File: config.mk
export PLATFORM = sky130hd
export DESIGN_NAME = pwr_wake_ctrl
export DESIGN_NICKNAME = d
export VERILOG_FILES = /design/src/rtl/pwr_wake_pkg.sv /design/src/rtl/pwr_wake_ctrl.sv
export SDC_FILE = /design/constraint.sdc
export NUM_CORES = 1
export LEC_CHECK = 0
export BUFFER_PORTS_ARGS = -buffer_cell sky130_fd_sc_hd__buf_2
export CAP_MARGIN = 20
export CORE_ASPECT_RATIO = 0.8
export CORE_MARGIN = 2
export CORE_UTILIZATION = 30
export CTS_BUF_LIST = sky130_fd_sc_hd__clkbuf_4 sky130_fd_sc_hd__clkbuf_8
export CTS_CLUSTER_DIAMETER = 100
export DETAILED_ROUTE_END_ITERATION = 12
export PLACE_DENSITY = 0.58
export SETUP_SLACK_MARGIN = 0.3
export SLEW_MARGIN = 20
export SYNTH_ARGS = -nofsm -noshare
export SYNTH_HDL_FRONTEND = slang
export SYNTH_SLANG_ARGS = --single-unit
File: constraint.sdc
create_clock -name clk_sys -period 3.46 [get_ports clk_sys]
set_input_delay 1.038 -clock clk_sys [delete_from_list [all_inputs] [get_ports clk_sys]]
set_output_delay 1.038 -clock clk_sys [all_outputs]
set_load 0.02 [all_outputs]
File: src/rtl/pwr_wake_pkg.sv
/*
 * Package for the board power-state and wake controller: register offsets,
 * field positions, reset values, timing constants, state encoding and
 * carrier structs.
 * Assumes a single 100 MHz standby clock domain.
 */
package pwr_wake_pkg;

    // Register word offsets
    localparam logic [3:0] ctrl_off = 4'h0;
    localparam logic [3:0] state_off = 4'h1;
    localparam logic [3:0] thresh_off = 4'h2;
    localparam logic [3:0] irq_stat_off = 4'h3;
    localparam logic [3:0] irq_mask_off = 4'h4;
    localparam logic [3:0] hwmon_off = 4'h5;
    localparam logic [3:0] limit_off = 4'h6;
    localparam logic [3:0] fan_off = 4'h7;

    // Control field positions
    localparam int ctrl_s5_lan_pos = 0;
    localparam int ctrl_s5_pme_pos = 1;
    localparam int ctrl_req_pos = 4;

    // Interrupt status positions
    localparam int ev_wake_pos = 0;
    localparam int ev_short_pos = 1;
    localparam int ev_long_pos = 2;
    localparam int ev_intr_pos = 3;
    localparam int ev_rail_pos = 4;
    localparam int ev_cold_pos = 5;

    // Reset values
    localparam logic [31:0] ctrl_reset = 32'h0000_0000;
    localparam logic [31:0] thresh_reset = 32'h17D7_8400;
    localparam logic [5:0] mask_reset = 6'h00;

    // Timing
    localparam int clk_mhz = 100;
    localparam int debounce_us = 20;
    localparam int debounce_cycles = debounce_us * clk_mhz;
    localparam int hold_s = 4;

    // Wake-source indices
    localparam int wk_lan = 0;
    localparam int wk_modem = 1;
    localparam int wk_pme = 2;
    localparam int wk_switch = 3;
    localparam int wk_ps2 = 4;
    localparam int wk_rtc = 5;
    localparam int wk_usb = 6;
    localparam int wk_pcie = 7;
    localparam int num_wake = 8;
    localparam int num_rails = 5;
    localparam int num_fans = 3;

    // Power states, Gray coded along S0-S1-S3-S4-S5
    typedef enum logic [2:0] {
        st_s0 = 3'h0,
        st_s1 = 3'h1,
        st_s3 = 3'h3,
        st_s4 = 3'h2,
        st_s5 = 3'h6
    } pstate_type;

    typedef struct packed {
        logic [7:0] hi;
        logic [7:0] lo;
    } window_type;

    typedef struct packed {
        logic [7:0] temp;
        logic [7:0] on_temp;
    } fan_in_type;

endpackage

File: src/rtl/pwr_wake_ctrl.sv
/*
 * Board power-state and wake controller with an Avalon-MM register slave.
 * Assumes pins from outside (switch, wake sources, intrusion) are
 * asynchronous, rail and temperature codes come from same-clock converters,
 * and the operating system writes sleep requests through the ctrl register.
 */
// Notes on behaviour
// - From soft-off a short switch press powers the system on.
// - From working a short switch press puts the system to sleep.
// - From working a long press forces soft-off whatever software does.
// - From sleep a short press wakes and a long press powers off.
// - Modem, PS/2 and USB wake only from S1 or S3.
// - LAN, PME, switch, RTC and PCIe wake from S1, S3, S4 and S5.
// - LAN and PME wake from S5 is off after reset until enabled.
// - A closed intrusion switch is recorded as cover removed.
// - Leaving S5 is flagged as a cold boot.
// - Each of five rails is checked against upper and lower limits.
// - Each of three fans is switched by its own temperature input.
// - Fans run in S0 and S1 only.
`timescale 1ns/1ns
module pwr_wake_ctrl (
    // Clock, reset, enable
    input wire logic clk_sys,
    input wire logic arst_n,
    input wire logic clk_en,
    // Avalon-MM slave
    input wire logic [3:0] avs_address,
    input wire logic avs_read,
    input wire logic avs_write,
    input wire logic [31:0] avs_writedata,
    output logic [31:0] avs_readdata,
    output logic avs_waitrequest,
    // Pins
    input wire logic pwr_switch_n,
    input wire logic [7:0] wake_req,
    input wire logic intrusion_closed,
    // Monitor inputs
    input wire logic [39:0] rail_code,
    input wire logic [47:0] fan_temp,
    // Outputs
    output logic [2:0] power_state,
    output logic cold_boot,
    output logic [2:0] fan_on,
    output logic irq
);

    pwr_wake_pkg::pstate_type state_reg;
    logic [31:0] ctrl_reg;
    logic [31:0] thresh_reg;
    logic [5:0] stat_reg;
    logic [5:0] mask_reg;
    logic [4:0] rail_bad_reg;
    logic intr_reg;
    pwr_wake_pkg::window_type limit_reg [5];
    logic [7:0] fan_on_temp [3];
    logic [1:0] ack_reg;
    logic [8:0] sw_s1, sw_s2;
    logic [19:0] db_cnt_reg;
    logic sw_db_reg;
    logic [31:0] hold_cnt_reg;
    logic long_done_reg;
    logic [5:0] ev;
    logic [7:0] wake_ok;
    logic short_p, long_p, any_wake;
    logic sleep_req;

    // Honours a wake source in a given state
    function automatic logic wake_allowed(input int src,
        input pwr_wake_pkg::pstate_type st, input logic [31:0] ctl);
        logic ok;
        ok = 1'b0;
        case (st)
            pwr_wake_pkg::st_s1, pwr_wake_pkg::st_s3: ok = 1'b1;
            pwr_wake_pkg::st_s4: ok = (src == pwr_wake_pkg::wk_lan) ||
                (src == pwr_wake_pkg::wk_pme) ||
                (src == pwr_wake_pkg::wk_switch) ||
                (src == pwr_wake_pkg::wk_rtc) ||
                (src == pwr_wake_pkg::wk_pcie);
            pwr_wake_pkg::st_s5:
            begin
                if (src == pwr_wake_pkg::wk_lan)
                    ok = ctl[pwr_wake_pkg::ctrl_s5_lan_pos];
                else if (src == pwr_wake_pkg::wk_pme)
                    ok = ctl[pwr_wake_pkg::ctrl_s5_pme_pos];
                else
                    ok = (src == pwr_wake_pkg::wk_switch) ||
                        (src == pwr_wake_pkg::wk_rtc) ||
                        (src == pwr_wake_pkg::wk_pcie);
            end
            default: ok = 1'b0;
        endcase
        return ok;
    endfunction

    // Pin synchronisers
    always_ff @(posedge clk_sys or negedge arst_n)
    begin
        if (!arst_n)
        begin
            sw_s1 <= 9'h000;
            sw_s2 <= 9'h000;
        end
        else if (clk_en)
        begin
            sw_s1 <= {intrusion_closed, wake_req} ^ 9'h000;
            sw_s2 <= sw_s1;
        end
    end

    logic sw_raw_n;
    logic sw_pin_s1, sw_pin_s2;
    always_ff @(posedge clk_sys or negedge arst_n)
    begin
        if (!arst_n)
        begin
            sw_pin_s1 <= 1'b1;
            sw_pin_s2 <= 1'b1;
        end
        else if (clk_en)
        begin
            sw_pin_s1 <= pwr_switch_n;
            sw_pin_s2 <= sw_pin_s1;
        end
    end
    assign sw_raw_n = sw_pin_s2;

    // Debounce and press timing
    always_ff @(posedge clk_sys or negedge arst_n)
    begin
        if (!arst_n)
        begin
            db_cnt_reg <= 20'h00000;
            sw_db_reg <= 1'b0;
        end
        else if (clk_en)
        begin
            if (!sw_raw_n == sw_db_reg)
                db_cnt_reg <= 20'h00000;
            else if (db_cnt_reg ==
                20'(pwr_wake_pkg::debounce_cycles - 1))
            begin
                sw_db_reg <= !sw_raw_n;
                db_cnt_reg <= 20'h00000;
            end
            else
                db_cnt_reg <= db_cnt_reg + 20'h00001;
        end
    end

    always_ff @(posedge clk_sys or negedge arst_n)
    begin
        if (!arst_n)
        begin
            hold_cnt_reg <= 32'h0000_0000;
            long_done_reg <= 1'b0;
        end
        else if (clk_en)
        begin
            if (!sw_db_reg)
            begin
                hold_cnt_reg <= 32'h0000_0000;
                long_done_reg <= 1'b0;
            end
            else
            begin
                if (hold_cnt_reg != 32'hFFFF_FFFF)
                    hold_cnt_reg <= hold_cnt_reg + 32'h0000_0001;
                if (long_p)
                    long_done_reg <= 1'b1;
            end
        end
    end

    logic sw_db_d;
    always_ff @(posedge clk_sys or negedge arst_n)
    begin
        if (!arst_n)
            sw_db_d <= 1'b0;
        else if (clk_en)
            sw_db_d <= sw_db_reg;
    end

    assign long_p = sw_db_reg && !long_done_reg &&
        (hold_cnt_reg >= thresh_reg);
    assign short_p = sw_db_d && !sw_db_reg && !long_done_reg;

    always_comb
    begin
        for (int i = 0; i < pwr_wake_pkg::num_wake; i++)
            wake_ok[i] = sw_s2[i] && wake_allowed(i, state_reg, ctrl_reg);
    end
    assign any_wake = |wake_ok;
    assign sleep_req = ctrl_reg[pwr_wake_pkg::ctrl_req_pos +: 3] != 3'h0;

    // Power-state machine
    always_ff @(posedge clk_sys or negedge arst_n)
    begin
        if (!arst_n)
            state_reg <= pwr_wake_pkg::st_s5;
        else if (clk_en)
        begin
            case (state_reg)
                pwr_wake_pkg::st_s0:
                begin
                    if (long_p)
                        state_reg <= pwr_wake_pkg::st_s5;
                    else if (short_p)
                        state_reg <= pwr_wake_pkg::st_s1;
                    else if (sleep_req)
                        state_reg <= pwr_wake_pkg::pstate_type'(
                            ctrl_reg[pwr_wake_pkg::ctrl_req_pos +: 3]);
                end
                pwr_wake_pkg::st_s1, pwr_wake_pkg::st_s3,
                pwr_wake_pkg::st_s4:
                begin
                    if (long_p)
                        state_reg <= pwr_wake_pkg::st_s5;
                    else if (short_p || any_wake)
                        state_reg <= pwr_wake_pkg::st_s0;
                end
                pwr_wake_pkg::st_s5:
                    if (short_p || any_wake)
                        state_reg <= pwr_wake_pkg::st_s0;
                default: state_reg <= pwr_wake_pkg::st_s5;
            endcase
        end
    end

    always_ff @(posedge clk_sys or negedge arst_n)
    begin
        if (!arst_n)
            cold_boot <= 1'b0;
        else if (clk_en)
        begin
            if (state_reg == pwr_wake_pkg::st_s5 && (short_p || any_wake))
                cold_boot <= 1'b1;
            else if (state_reg != pwr_wake_pkg::st_s0)
                cold_boot <= 1'b0;
        end
    end

    // Hardware monitor
    always_ff @(posedge clk_sys or negedge arst_n)
    begin
        if (!arst_n)
        begin
            rail_bad_reg <= 5'h00;
            intr_reg <= 1'b0;
            fan_on <= 3'h0;
        end
        else if (clk_en)
        begin
            for (int i = 0; i < pwr_wake_pkg::num_rails; i++)
                rail_bad_reg[i] <= rail_code[i*8 +: 8] > limit_reg[i].hi ||
                    rail_code[i*8 +: 8] < limit_reg[i].lo;
            intr_reg <= sw_s2[8];
            for (int f = 0; f < pwr_wake_pkg::num_fans; f++)
                fan_on[f] <= (fan_temp[f*16 +: 8] >= fan_on_temp[f]) &&
                    (state_reg == pwr_wake_pkg::st_s0 ||
                    state_reg == pwr_wake_pkg::st_s1);
        end
    end

    // Events
    always_comb
    begin
        ev = 6'h00;
        ev[pwr_wake_pkg::ev_wake_pos] = any_wake;
        ev[pwr_wake_pkg::ev_short_pos] = short_p;
        ev[pwr_wake_pkg::ev_long_pos] = long_p;
        ev[pwr_wake_pkg::ev_intr_pos] = intr_reg;
        ev[pwr_wake_pkg::ev_rail_pos] = |rail_bad_reg;
        ev[pwr_wake_pkg::ev_cold_pos] = state_reg == pwr_wake_pkg::st_s5 &&
            (short_p || any_wake);
    end

    // Register slave
    logic wr_hit, rd_hit;
    // Writes land at the edge where the master sees waitrequest low
    assign wr_hit = avs_write && !avs_waitrequest;
    assign rd_hit = avs_read && ack_reg == 2'h0;

    always_ff @(posedge clk_sys or negedge arst_n)
    begin
        if (!arst_n)
        begin
            ctrl_reg <= pwr_wake_pkg::ctrl_reset;
            thresh_reg <= pwr_wake_pkg::thresh_reset;
            mask_reg <= pwr_wake_pkg::mask_reset;
            for (int i = 0; i < 5; i++)
                limit_reg[i] <= 16'hFF00;
            for (int i = 0; i < 3; i++)
                fan_on_temp[i] <= 8'h28;
        end
        else if (clk_en)
        begin
            if (state_reg == pwr_wake_pkg::st_s0 && sleep_req)
                ctrl_reg[pwr_wake_pkg::ctrl_req_pos +: 3] <= 3'h0;
            if (wr_hit)
            begin
                case (avs_address)
                    pwr_wake_pkg::ctrl_off: ctrl_reg <= avs_writedata;
                    pwr_wake_pkg::thresh_off: thresh_reg <= avs_writedata;
                    pwr_wake_pkg::irq_mask_off: mask_reg <= avs_writedata[5:0];
                    pwr_wake_pkg::limit_off:
                        limit_reg[avs_writedata[18:16]] <= avs_writedata[15:0];
                    pwr_wake_pkg::fan_off:
                        fan_on_temp[avs_writedata[9:8]] <= avs_writedata[7:0];
                    default: ;
                endcase
            end
        end
    end

    // Sticky status: set wins over write-one clear
    always_ff @(posedge clk_sys or negedge arst_n)
    begin
        if (!arst_n)
            stat_reg <= 6'h00;
        else if (clk_en)
        begin
            if (wr_hit && avs_address == pwr_wake_pkg::irq_stat_off)
                stat_reg <= (stat_reg & ~avs_writedata[5:0]) | ev;
            else
                stat_reg <= stat_reg | ev;
        end
    end

    always_ff @(posedge clk_sys or negedge arst_n)
    begin
        if (!arst_n)
        begin
            ack_reg <= 2'h0;
            avs_waitrequest <= 1'b1;
            avs_readdata <= 32'h0000_0000;
        end
        else if (clk_en)
        begin
            avs_waitrequest <= 1'b1;
            if (ack_reg != 2'h0)
                ack_reg <= 2'h0;
            else if (avs_read || avs_write)
            begin
                ack_reg <= 2'h1;
                avs_waitrequest <= 1'b0;
            end
            if (rd_hit)
            begin
                case (avs_address)
                    pwr_wake_pkg::ctrl_off: avs_readdata <= ctrl_reg;
                    pwr_wake_pkg::state_off:
                        avs_readdata <= {28'h0, cold_boot, state_reg};
                    pwr_wake_pkg::thresh_off: avs_readdata <= thresh_reg;
                    pwr_wake_pkg::irq_stat_off:
                        avs_readdata <= {26'h0, stat_reg};
                    pwr_wake_pkg::irq_mask_off:
                        avs_readdata <= {26'h0, mask_reg};
                    pwr_wake_pkg::hwmon_off:
                        avs_readdata <= {23'h0, fan_on, intr_reg,
                            rail_bad_reg};
                    default: avs_readdata <= 32'h0000_0000;
                endcase
            end
        end
    end

    always_ff @(posedge clk_sys or negedge arst_n)
    begin
        if (!arst_n)
        begin
            irq <= 1'b0;
            power_state <= 3'h6;
        end
        else if (clk_en)
        begin
            irq <= |(stat_reg & ~mask_reg);
            power_state <= state_reg;
        end
    end

endmodule

* Word level (Yosys, flattened, before mapping)
Index checks and enable logic that the tools add are counted.
** Word-level totals
- Register bits after elaboration :: 307
- Bits of input ports :: 139
- Output and inout port bits :: 41
- Word-level logic and storage cells :: 176
** Cells by class
- $add $sub $neg :: 2
- Order comparisons :: 18
- Equal/unequal tests :: 17
- Multiplexer cells :: 33
- Bitwise operators :: 9
- Reductions and logical operators :: 60
** Operators by type and width (count)
- 32-bit one-hot mux with 6 select lines :: 1
- 80-bit bitwise mux :: 1
- 32-bit two-way mux :: 2
- 16-bit demux with 3-bit select :: 1
- 8-bit > comparator :: 5
- 8-bit < comparator :: 5
- 20-bit two-way mux :: 2
- 32-bit by 1-bit adder with 32-bit output (second input constant) :: 1
- 32-bit greater-or-equal comparator :: 1
- 32-bit inequality test (second input constant) :: 1
- 24-bit bitwise mux :: 1
- 8-bit greater-or-equal comparator :: 3
- 1-bit logical AND :: 22
- 20-bit by 1-bit adder with 20-bit output (second input constant) :: 1
- 20-bit by 11-bit == test with 1-bit output (second input constant) :: 1
- 3-bit two-way mux :: 6
- 3-bit AND reduction :: 6
- 8-bit demux with 2-bit select :: 1
- 4-bit by 3-bit == test with 1-bit output (second input constant) :: 4
- 16-bit two-way mux :: 1
- 7-bit two-way mux :: 2
- 6-bit AND :: 2
- 6-bit inverter :: 2
- 6-bit OR :: 2
- 35 further kinds :: 65

* Logic depth before layout (Yosys ltp)
Gate-level depths: netlist (run 1).
- Word-level depth :: 9
- Mapped depth :: 8
- Gate-level depth less buffers :: 8

* Worst setup path before layout (run 1)
No wires, ideal clock.
- Path type :: input-to-reg
- Start :: in avs_address[0]
- End :: reg ctrl_reg[10]
- Library setup time :: 0.125 ns
- Arrival :: 2.615 ns
- Required time :: 3.335 ns
- Path slack :: 0.720 ns
- Stages :: 5
- Buffers on the path :: 2
- Cells stage by stage :: clkbuf_1 or3_1 nor3_2 buf_2 mux2_2
** On the way
- Cells in the longest elaborated chain, start to end :: 2
** Ends and longest elaborated chain
- from (decl) :: line pwr_wake_ctrl.sv:27 : input wire logic [3:0] avs_address,
- 4-bit zero test :: line pwr_wake_ctrl.sv:301 : case (avs_address)
- 3-bit AND reduction (no source line)
- to (signal assigned) :: line pwr_wake_ctrl.sv:287 : ctrl_reg <= pwr_wake_pkg::ctrl_reset;
- to (signal assigned) :: line pwr_wake_ctrl.sv:302 : pwr_wake_pkg::ctrl_off: ctrl_reg <= avs_writedata;
- to (decl) :: line pwr_wake_ctrl.sv:48 : logic [31:0] ctrl_reg;
No other way between the ends.
A chain may end at the register's enable or synchronous reset.

* Final worst setup path (run 1)
- Start :: reg hold_cnt_reg[0]
- End :: reg long_done_reg
** On the way
- Cells in the longest elaborated chain, start to end :: 4
** Ends and longest elaborated chain
- from (decl) :: line pwr_wake_ctrl.sv:60 : logic [31:0] hold_cnt_reg;
- from (signal assigned) :: line pwr_wake_ctrl.sv:167 : hold_cnt_reg <= hold_cnt_reg + 32'h0000_0001;
- 32-bit greater-or-equal comparator :: line pwr_wake_ctrl.sv:184 : (hold_cnt_reg >= thresh_reg);
- 1-bit logical AND :: line pwr_wake_ctrl.sv:183 : assign long_p = sw_db_reg && !long_done_reg &&
- 2-bit by 1-bit inequality test with 1-bit output (no source line)
- 2-bit AND reduction (no source line)
- to (signal assigned) :: line pwr_wake_ctrl.sv:155 : long_done_reg <= 1'b0;
- to (signal assigned) :: line pwr_wake_ctrl.sv:162 : long_done_reg <= 1'b0;
- to (signal assigned) :: line pwr_wake_ctrl.sv:169 : long_done_reg <= 1'b1;
- to (decl) :: line pwr_wake_ctrl.sv:61 : logic long_done_reg;
No other way between the ends.

==> flow_summary_export.csv, run 1 <==
group,metric,value,unit
yosys,async_flop_share,100,%
routing,drt_first_pass_iters,8,
global_routing,grt_pass1_vias,12600,
clock_tree,ctsRootBufferMaster,"clkbuf_8",
placed_design,hpwlAfterDp,32800,µm
floorplanning,die_area,0.0561,mm²
cells_and_area,drive_above_1_share,29.9,%
timing,clock_skew,0.0629,ns
routing,drt_wl_total,46300,µm
clock_tree,cts_buffers,55,
routing,postRouteAntennaNets,0,
clock_tree,cts_setup_buffers,0,
placed_design,post_dp_cell_area,0.0180,mm²
routing,via_count,12500,
floorplanning,io_pins,180,
timing,worst_pin_slew,0.852,ns
outcome,outcome,"complete, no violations",
worst_setup_path,crit_arrival,3.10,ns
power,p_leak,0.00886,µW
cells_and_area,multiInputGateArea,0.00772,mm²
yosys,syn_avg_cell_area,10.4,µm²
routing,drtIter0Drc,669,
worst_setup_path,path_cells,"inv_1 -> ha_1 -> nand2b_1 -> a2111oi_0 -> or4_1 -> nand3_1 -> a21oi_1 -> o22ai_1",
worst_setup_path,slowest_delay,0.60,ns
min_path,holdCritPathClass,"input pin to asynchronous set/reset pin",
cells_and_area,fin_area,0.0192,mm²
clock_tree,cts_sinks,306,
worst_setup_path,r2r-start,"hold_cnt_reg[0]",
floorplanning,die_w,264,µm
floorplanning,core_area,0.0537,mm²
worst_setup_path,rr_worst_depth,8,
routing,post_drt_wl_per_cell,18.5,µm
yosys,ys_seq_area_share,47.6,%
worst_setup_path,cp_max_fo,6,
timing,fin_crit,2.61,ns
worst_setup_path,worstPathRequired,3.95,ns
timing,hold_viol,0,
clock_tree,insertion_delay,0.66,ns
yosys,synth_flop_cell,"dfrtp_1",
clock_tree,ctsResizeCount,0,
cells_and_area,area.sequential,0.00774,mm²
placed_design,port_buffers,155,
power,ir_worst_vdd,0.263,mV
placed_design,place_congestion,0.848,
global_routing,grt_usage,16.5,%
clock_tree,clk_pin_slew,0.06,ns
clock_tree,cts_tree,"yes",
power,clkPwrFrac,40.9,%
yosys,synth_top_area_share,37.1,%
worst_setup_path,critical_path_class,"register to register",
floorplanning,num_rows,76,
power,p_per_area,463,mW/mm²
global_routing,grt_max_degree,87,
worst_setup_path,r2r_end,"long_done_reg",
worst_setup_path,end_kind,"register",
worst_setup_path,crit_slowest_cell,"a21oi_1",
cells_and_area,fillers,5351,
timing,maxSlewViolCount,0,
yosys,syn_inst,1567,
cells_and_area,areaGrowthSynthToFinish,18.1,%
power,power,8880,µW
timing,rsz0062_at_grt,"no",
power,p_int,6380,µW
yosys,syn_nets,1839,
cells_and_area,largest_reg_flops,80,
timing,min_period_over_period,75.5,%
cells_and_area,final_nets,2024,
cells_and_area,post-route-util,35.7,%
worst_setup_path,cp-start-kind,"register",
worst_setup_path,reg2reg_slack,0.85,ns
yosys,synth_edf_count,0,
routing,drc,0,
timing,setup_viol_count_final,0,
yosys,ys_types,69,
floorplanning,initial_core_util,30.3,%
power,swShare,28.2,%
yosys,ys_ff_latch,306,
power,pwr-share-comb,12.7,%
power,p_seq_share,46.4,%
timing,relSlewSlack,42.8,%
yosys,ys_warn_count,0,
global_routing,grt_first_pass_wirelength,72100,µm
timing,max_freq,383,MHz
clock_tree,htree_levels,2,
run,maxCapViolCount,0,
clock_tree,hold_buffers,0,
routing,via_per_inst,4.98,
power,p_sw,2500,µW
yosys,synth_top_area_cell,"dfrtp_1",
floorplanning,fp.dieH,212,µm
global_routing,overflow,0,
yosys,ys_top_cells_by_area,"dfrtp_1 37%, mux2_2 11%, dfstp_2 11%, ha_1 10%, o21ai_0 4.3%",
yosys,syn_area,0.0163,mm²
clock_tree,cts_buffer_depth,3,
timing,fin_tns_setup,0,ns
global_routing,antenna_found_initial,4,
==> cell usage in the layout (no fill, tap or decap), drive strengths merged, types with 10 or more instances in the layout <==
| cell | n |
|---|---|
| o21ai | 141 |
| dfstp | 65 |
| xor2 | 14 |
| nor3 | 14 |
| a22oi | 26 |
| and4 | 10 |
| nand2b | 18 |
| xnor2 | 14 |
| nand2 | 165 |
| a21o | 22 |
| inv | 151 |
| clkbuf | 89 |
| dfrtp | 241 |
| mux2 | 153 |
| ha | 133 |
| a21oi | 49 |
| nand4 | 21 |
| nor2b | 18 |
| buf | 192 |
| nand3 | 39 |
| and3 | 13 |
| nor2 | 74 |
==> worst max-delay path: cells and delay by family, from the launching register on <==
family / cells / cell delay [ns]
compound gates: 3 / 1.18
simple gates: 3 / 0.46
fa+ha+maj: 1 / 0.28
buf+inv: 1 / 0.09
flops: 1 / 0.43
==> cell families (layout without fill, tap and decap cells) <==
| kind of cell | Yosys count | after routing | synth area share (%) |
|---|---|---|---|
| other cells | 0 | 3 | 0 |
| fa+ha+maj | 133 | 133 | 10.2 |
| flops | 306 | 306 | 47.6 |
| simple gates | 401 | 401 | 12.0 |
| compound gates | 327 | 327 | 12.7 |
| xor+xnor | 28 | 28 | 1.51 |
| buf+inv | 214 | 442 | 5.05 |
| mux | 158 | 158 | 10.9 |
==> layout make-up <==
class                   instances  share of cell area [%]
inverters                     150                    2.93
repair buffers                192                    5.81
well taps                     702                    4.58
flip-flops and latches        306                    40.3
clock buffers                  89                    5.73
multi-input cells            1047                    40.2
diodes                          3                  0.0391
clock inverters                11                   0.398
==> per-layer routing <==
metal,vias up,GRT usage [%],share of wire (%)
met5,-,0,0.028
met4,2,4.53,1.8
met3,64,3.30,5.5
met2,279,26.5,45
met1,6218,22.8,47
li1,5887,-,-
==> power groups by stage <==
stage	logic, µW	registers, µW	clock network [µW]
after floorplan	651	4120	0
after global placement	1100	4160	0
after detailed placement	1140	4170	0
after CTS	1150	4110	3740
after global routing	1280	4150	3920
final	1130	4120	3630
==> stage by stage <==
stage          setup slack (ns)  cells  hold WS [ns]
5_1_grt                   0.721   2497         0.442
6_report                  0.846   2500         0.407
3_3_place_gp              0.379   2397         0.464
3_5_place_dp              0.345   2397         0.469
2_1_floorplan             0.720   1567         0.459
4_1_cts                   0.870   2497         0.415
==> how the worst max path moves through the flow <==
stage	startpoint	to	slack (ns)	depth (start not counted)
2_1_floorplan	avs_address[0]	ctrl_reg[10]	0.72	5
3_3_place_gp	avs_address[3]	limit_reg[33]	0.38	7
3_5_place_dp	avs_address[3]	limit_reg[35]	0.34	7
4_1_cts	hold_cnt_reg[0]	stat_reg[2]	0.87	8
5_1_grt	db_cnt_reg[15]	db_cnt_reg[11]	0.72	7
6_report	hold_cnt_reg[0]	long_done_reg	0.85	8
==> synthesized netlist by cell type, drive strengths merged (8+ instances only) <==
cell and count:
nand4 21, nand2 165, nor4 9, and3 13
dfrtp 241, xor2 14, a221oi 8, nor3 14
clkbuf 50, a22oi 26, a21oi 49, o31ai 8
nor2b 18, buf 14, nand2b 18, nor2 74
nand3 39, mux2 153, o21ai 141, and4 10
ha 133, inv 150, dfstp 65, a21o 22
xnor2 14
No activity file was read; power rests on OpenSTA's default activity.
==> run 2, diff against run 1 <==
Settings changed: PLACE_DENSITY 0.58 to 0.6.
Clock period 3.46 ns to 2.21 ns, I/O delays scaled along.
==> run 2 against run 1 <==
Effect of this change: critical path depth increased by 1; count of clock-buffer cells in the layout increased by 5; via count is 4.0% higher; non-clock buffer count grew 106; worst hold slack worse by 0.17 ns; routed wire length is 4.0% higher; critical endpoint is now state_reg[2].
==> flow_summary_export.csv, run 2 (synthesis results as in run 1) <==
group,metric,value,unit
global_routing,grt_max_degree,72,
routing,drt_wl_total,48100,µm
routing,drtIter0Drc,619,
worst_setup_path,worstPathRequired,2.77,ns
timing,hold_viol,0,
global_routing,overflow,0,
worst_setup_path,rr_worst_depth,9,
worst_setup_path,r2r-start,"thresh_reg[10]",
cells_and_area,final_cell_mix,"229 x dfrtp_1, 148 x nand2_1, 146 x inv_1, 122 x buf_2, 121 x ha_1",
timing,min_period_over_period,99.3,%
global_routing,grt_usage,16.6,%
routing,post_drt_wl_per_cell,18.4,µm
routing,via_count,13000,
cells_and_area,area.sequential,0.00775,mm²
clock_tree,cts_sinks,306,
worst_setup_path,cp-start-kind,"register",
cells_and_area,multiInputGateArea,0.00892,mm²
placed_design,place_congestion,0.852,
timing,maxSlewViolCount,0,
floorplanning,fp.dieH,212,µm
clock_tree,insertion_delay,0.67,ns
floorplanning,core_area,0.0537,mm²
power,p_per_area,667,mW/mm²
timing,setup_viol_count_final,0,
placed_design,port_buffers,155,
worst_setup_path,cp_max_fo,5,
placed_design,hpwlAfterDp,32900,µm
worst_setup_path,critical_path_class,"register to register",
timing,clock_skew,0.0315,ns
power,p_leak,0.0100,µW
routing,postRouteAntennaNets,0,
outcome,outcome,"complete, no violations",
timing,max_freq,456,MHz
timing,worst_pin_slew,0.582,ns
routing,drt_first_pass_iters,7,
global_routing,antenna_found_initial,5,
cells_and_area,fillers,5148,
power,ir_worst_vdd,0.422,mV
cells_and_area,final_nets,2131,
cells_and_area,post-route-util,40.5,%
cells_and_area,largest_reg_flops,80,
floorplanning,die_w,264,µm
cells_and_area,areaGrowthSynthToFinish,34.0,%
floorplanning,die_area,0.0561,mm²
run,maxCapViolCount,0,
worst_setup_path,startpoint,"thresh_reg[10]",
min_path,holdCritPathClass,"input pin to register",
worst_setup_path,crit_arrival,2.75,ns
global_routing,grt_pass1_vias,13200,
worst_setup_path,r2r_end,"state_reg[2]",
cells_and_area,drive_above_1_share,41.3,%
clock_tree,clk_pin_slew,0.06,ns
floorplanning,num_rows,76,
clock_tree,htree_levels,2,
global_routing,grt_first_pass_wirelength,72900,µm
timing,relSlewSlack,61.2,%
timing,fin_crit,2.19,ns
cells_and_area,layout_commonest_cell,"dfrtp_1",
routing,drc,0,
worst_setup_path,endpoint,"state_reg[2]",
clock_tree,cts_buffers,56,
clock_tree,cts_buffer_depth,3,
floorplanning,io_pins,180,
power,power,14500,µW
worst_setup_path,end_kind,"register",
routing,via_per_inst,4.96,
worst_setup_path,reg2reg_slack,0.02,ns
timing,rsz0062_at_grt,"yes",
clock_tree,ctsRootBufferMaster,"clkbuf_8",
clock_tree,cts_tree,"yes",
floorplanning,initial_core_util,30.3,%
-- run 2: cell count changes in the layout (fill, tap and decap cells not counted), moves of 31 or more --
cell,previous run,this run
buf_2,153,122
o21ai_0,140,99
mux2_4,0,96
buf_6,0,52
buf_4,34,101
mux2_2,153,57
-- run 2: repair_timing --
action | 4_1_cts | 5_1_grt
pin swaps | 8 | 53
buffers inserted | 16 | 25
cloned | 3 | 5
hold endpoints to repair | 14 | 0
hold buffers | 1 | 0
gates resized for setup | 111 | 270
endpoints found under the setup margin | 109 | 189
-- run 2: how the worst min path moves through the flow --
| stage | startpoint | end | slack, ns | cells after the start |
|---|---|---|---|---|
| 2_1_floorplan | arst_n | ack_reg[0] | 0.37 | 0 |
| 3_3_place_gp | avs_readdata[22] | avs_readdata[22] | 0.46 | 2 |
| 3_5_place_dp | avs_readdata[14] | avs_readdata[14] | 0.47 | 2 |
| 4_1_cts | avs_writedata[22] | thresh_reg[22] | 0.18 | 3 |
| 5_1_grt | avs_writedata[30] | thresh_reg[30] | 0.21 | 3 |
| 6_report | avs_writedata[27] | thresh_reg[27] | 0.23 | 3 |
-- run 2: area by class of cell --
class	instances	share of cell area (%)
inverter	150	2.59
clock buffer	94	5.19
sequential	306	35.6
tap	702	4.03
antenna	2	0.0230
timing repair buffer	298	11.1
clock inverter	10	0.465
multi-input combinational	1047	41.0
-- run 2: per-layer routing --
metal	vias up	global-route usage, %	part of all wire [%]	wire length [µm]
li1	6118	-	-	-
met4	4	5.66	2.4	1140
met2	290	26.9	47	22600
met3	85	3.50	5.1	2470
met5	-	0	0.050	24
met1	6453	22.1	46	21900
-- run 2: metrics by stage --
step                      area [µm²]  hold slack [ns]  worst slack [ns]  TNS (ns)  std cells
after floorplan                16500            0.367            0.0252         0       1567
after global placement         18700            0.464            -0.126     -3.22       2453
after detailed placement       18700            0.468            -0.141     -4.16       2453
after CTS                      20600            0.182            0.0271         0       2577
after global routing           21800            0.206           -0.0298   -0.0959       2607
final                          21800            0.233            0.0165         0       2609
-- run 2: power breakdown --
part / internal [µW] / switching (µW)
combinational: 1030 / 1210
sequential: 6120 / 307
clock: 3350 / 2520
total: 10500 / 4030
-- run 2: critical path, cell delays in order (launching register included) --
cell and delay, ns:
dfstp_2 0.54, inv_2 0.05, ha_4 0.25, and4_1 0.18, nand2_2 0.07, or4_4 0.43
nand3_4 0.13, a21oi_4 0.06, buf_6 0.15, a221oi_2 0.22
==> run 3, diff against run 2 <==
Settings changed: GPL_TIMING_DRIVEN set to 0, PLACE_DENSITY 0.6 to 0.58.
Clock period 2.21 ns to 2.3 ns, I/O delays scaled along.
==> run 3 against run 2 <==
Effect of this change: utilization shrank 1.9 points; non-clock buffer count grew 2; maximum frequency rose by 0.18%; critical path depth up 1; final cell count hardly changed; clock skew grew 0.0059 ns; worst hold slack improved by 0.051 ns; die area unchanged; register-to-register slack improved by 0.09 ns; count of clock-buffer cells in the layout up 1; sequential share of layout area is 1.8 points higher; setup slack better by 0.094 ns; critical path type unchanged; critical endpoint is now long_done_reg; largest cell class unchanged; largest power group unchanged.
==> flow_summary_export.csv, run 3 (synthesis results as in run 1) <==
group,metric,value,unit
timing,max_freq,457,MHz
global_routing,antenna_found_initial,9,
worst_setup_path,critical_path_class,"register to register",
timing,hold_viol,0,
routing,postRouteAntennaNets,0,
cells_and_area,final_cell_mix,"225 x dfrtp_1, 157 x nand2_1, 152 x buf_2, 148 x inv_1, 129 x mux2_2",
worst_setup_path,slowest_delay,0.54,ns
placed_design,place_congestion,0.874,
routing,via_count,13000,
worst_setup_path,end_kind,"register",
cells_and_area,final_nets,2132,
cells_and_area,layout_commonest_cell,"dfrtp_1",
clock_tree,htree_levels,2,
clock_tree,clk_pin_slew,0.07,ns
timing,setup_viol_count_final,0,
routing,post_drt_wl_per_cell,19.2,µm
power,ir_worst_vdd,0.373,mV
min_path,holdCritPathClass,"input pin to register",
power,p_per_area,665,mW/mm²
floorplanning,die_w,264,µm
timing,clock_skew,0.0374,ns
routing,via_per_inst,5.00,
power,p_leak,0.00952,µW
clock_tree,cts_sinks,306,
timing,fin_crit,2.19,ns
routing,drc,0,
timing,rsz0062_at_grt,"yes",
worst_setup_path,path_buf_inv,3,
placed_design,post_dp_cell_area,0.0182,mm²
cells_and_area,fillers,5202,
cells_and_area,drive_above_1_share,36.3,%
cells_and_area,largest_reg_flops,80,
worst_setup_path,path_cells,"inv_2 -> ha_4 -> and4_4 -> nand2_2 -> or4_1 -> nand3_2 -> a21oi_2 -> buf_6 -> buf_4 -> o22ai_2",
routing,drt_wl_total,50000,µm
worst_setup_path,crit_slowest_cell,"dfstp_2",
floorplanning,die_area,0.0561,mm²
cells_and_area,areaGrowthSynthToFinish,27.7,%
placed_design,port_buffers,151,
floorplanning,core_area,0.0537,mm²
timing,worst_pin_slew,1.07,ns
timing,maxSlewViolCount,0,
global_routing,overflow,0,
timing,fin_tns_setup,0,ns
global_routing,grt_pass1_vias,13100,
worst_setup_path,worstPathRequired,2.86,ns
global_routing,grt_max_degree,93,
clock_tree,cts_tree,"yes",
worst_setup_path,path_delay_family,"simple AND/OR/NAND/NOR gates",
routing,drt_first_pass_iters,7,
clock_tree,insertion_delay,0.65,ns
timing,relSlewSlack,29.0,%
floorplanning,io_pins,180,
worst_setup_path,cp-start-kind,"register",
worst_setup_path,crit_arrival,2.75,ns
global_routing,grt_first_pass_wirelength,76500,µm
clock_tree,cts_buffers,55,
floorplanning,fp.dieH,212,µm
routing,drtIter0Drc,788,
clock_tree,ctsRootBufferMaster,"clkbuf_8",
clock_tree,cts_buffer_depth,3,
timing,min_period_over_period,95.2,%
floorplanning,num_rows,76,
floorplanning,initial_core_util,30.3,%
run,maxCapViolCount,0,
worst_setup_path,cp_max_fo,5,
placed_design,hpwlAfterDp,35500,µm
global_routing,grt_usage,17.7,%
cells_and_area,fin_area,0.0208,mm²
outcome,outcome,"complete, no violations",
power,power,13800,µW
-- run 3: changes by cell type in the layout (fill, tap and decap cells not counted), sizes merged --
cell / delta
diode: +2
clkbuf: +49
inv: -2
clkinv: -1
buf: -46
-- run 3: final cells by class --
| cell class | count | area, µm² | share of cell area [%] |
|---|---|---|---|
| clock inverter | 7 | 62.6 | 0.301 |
| buffer | 64 | 404 | 1.95 |
| inverter | 150 | 563 | 2.71 |
| antenna | 4 | 10.0 | 0.0482 |
| clock buffer | 95 | 1140 | 5.51 |
| timing repair buffer | 236 | 1610 | 7.77 |
| tap | 702 | 878 | 4.23 |
| multi-input combinational | 1047 | 8320 | 40.1 |
| sequential | 306 | 7760 | 37.4 |
-- run 3: worst reg2reg max path, stage by stage, from the launching register on --
cell	delay (ns)
dfstp_2	0.54
inv_2	0.05
ha_4	0.26
and4_4	0.21
nand2_2	0.06
or4_1	0.41
nand3_2	0.10
a21oi_2	0.06
buf_6	0.14
buf_4	0.13
o22ai_2	0.12
-- run 3: routing by layer --
metal,up-vias,routed length (µm),track usage [%]
li1,6118,-,-
met1,6462,22800,24.0
met2,358,22700,28.1
met3,104,3170,4.34
met4,4,1350,5.35
met5,-,18,0
-- run 3: power breakdown --
group          leakage [µW]  internal (µW)  total (µW)  switching [µW]
Clock              0.000650           3220        5580            2360
Combinational       0.00510            886        2040            1150
Sequential          0.00377           5880        6180             307
-- run 3: stage by stage --
stage / util [%] / setup slack, ns / instances / hold slack (ns)
final: 38.6 / 0.110 / 2611 / 0.284
after global routing: 38.6 / 0.0510 / 2607 / 0.257
after CTS: 37.2 / 0.0891 / 2556 / 0.232
after detailed placement: 33.9 / -0.701 / 2423 / 0.464
after global placement: 33.7 / -5.37 / 2420 / 0.464
after floorplan: - / 0.0882 / 1567 / 0.394
-- run 3: worst paths after layout --
path                                  start          endpoint  slack, ns  cells past startpoint
setup / recovery             thresh_reg[15]     long_done_reg       0.11                     10
hold / removal                  wake_req[5]          sw_s1[5]       0.28                      2
setup reg to reg             thresh_reg[15]     long_done_reg       0.11                     10
hold reg to reg            avs_readdata[25]  avs_readdata[25]       0.48                      2
max in group asynchronous            arst_n    db_cnt_reg[11]       0.54                      4
min in group asynchronous            arst_n     limit_reg[48]       0.58                      2
-- run 3: timing repair --
item                                    4_1_cts  5_1_grt
endpoints found under the setup margin      258      251
endpoints found under the hold margin        14        0
buffers inserted                             29       48
hold buffers                                  1        0
gates resized for setup                      74      110
pin swaps                                    22       34
cloned                                        1        3
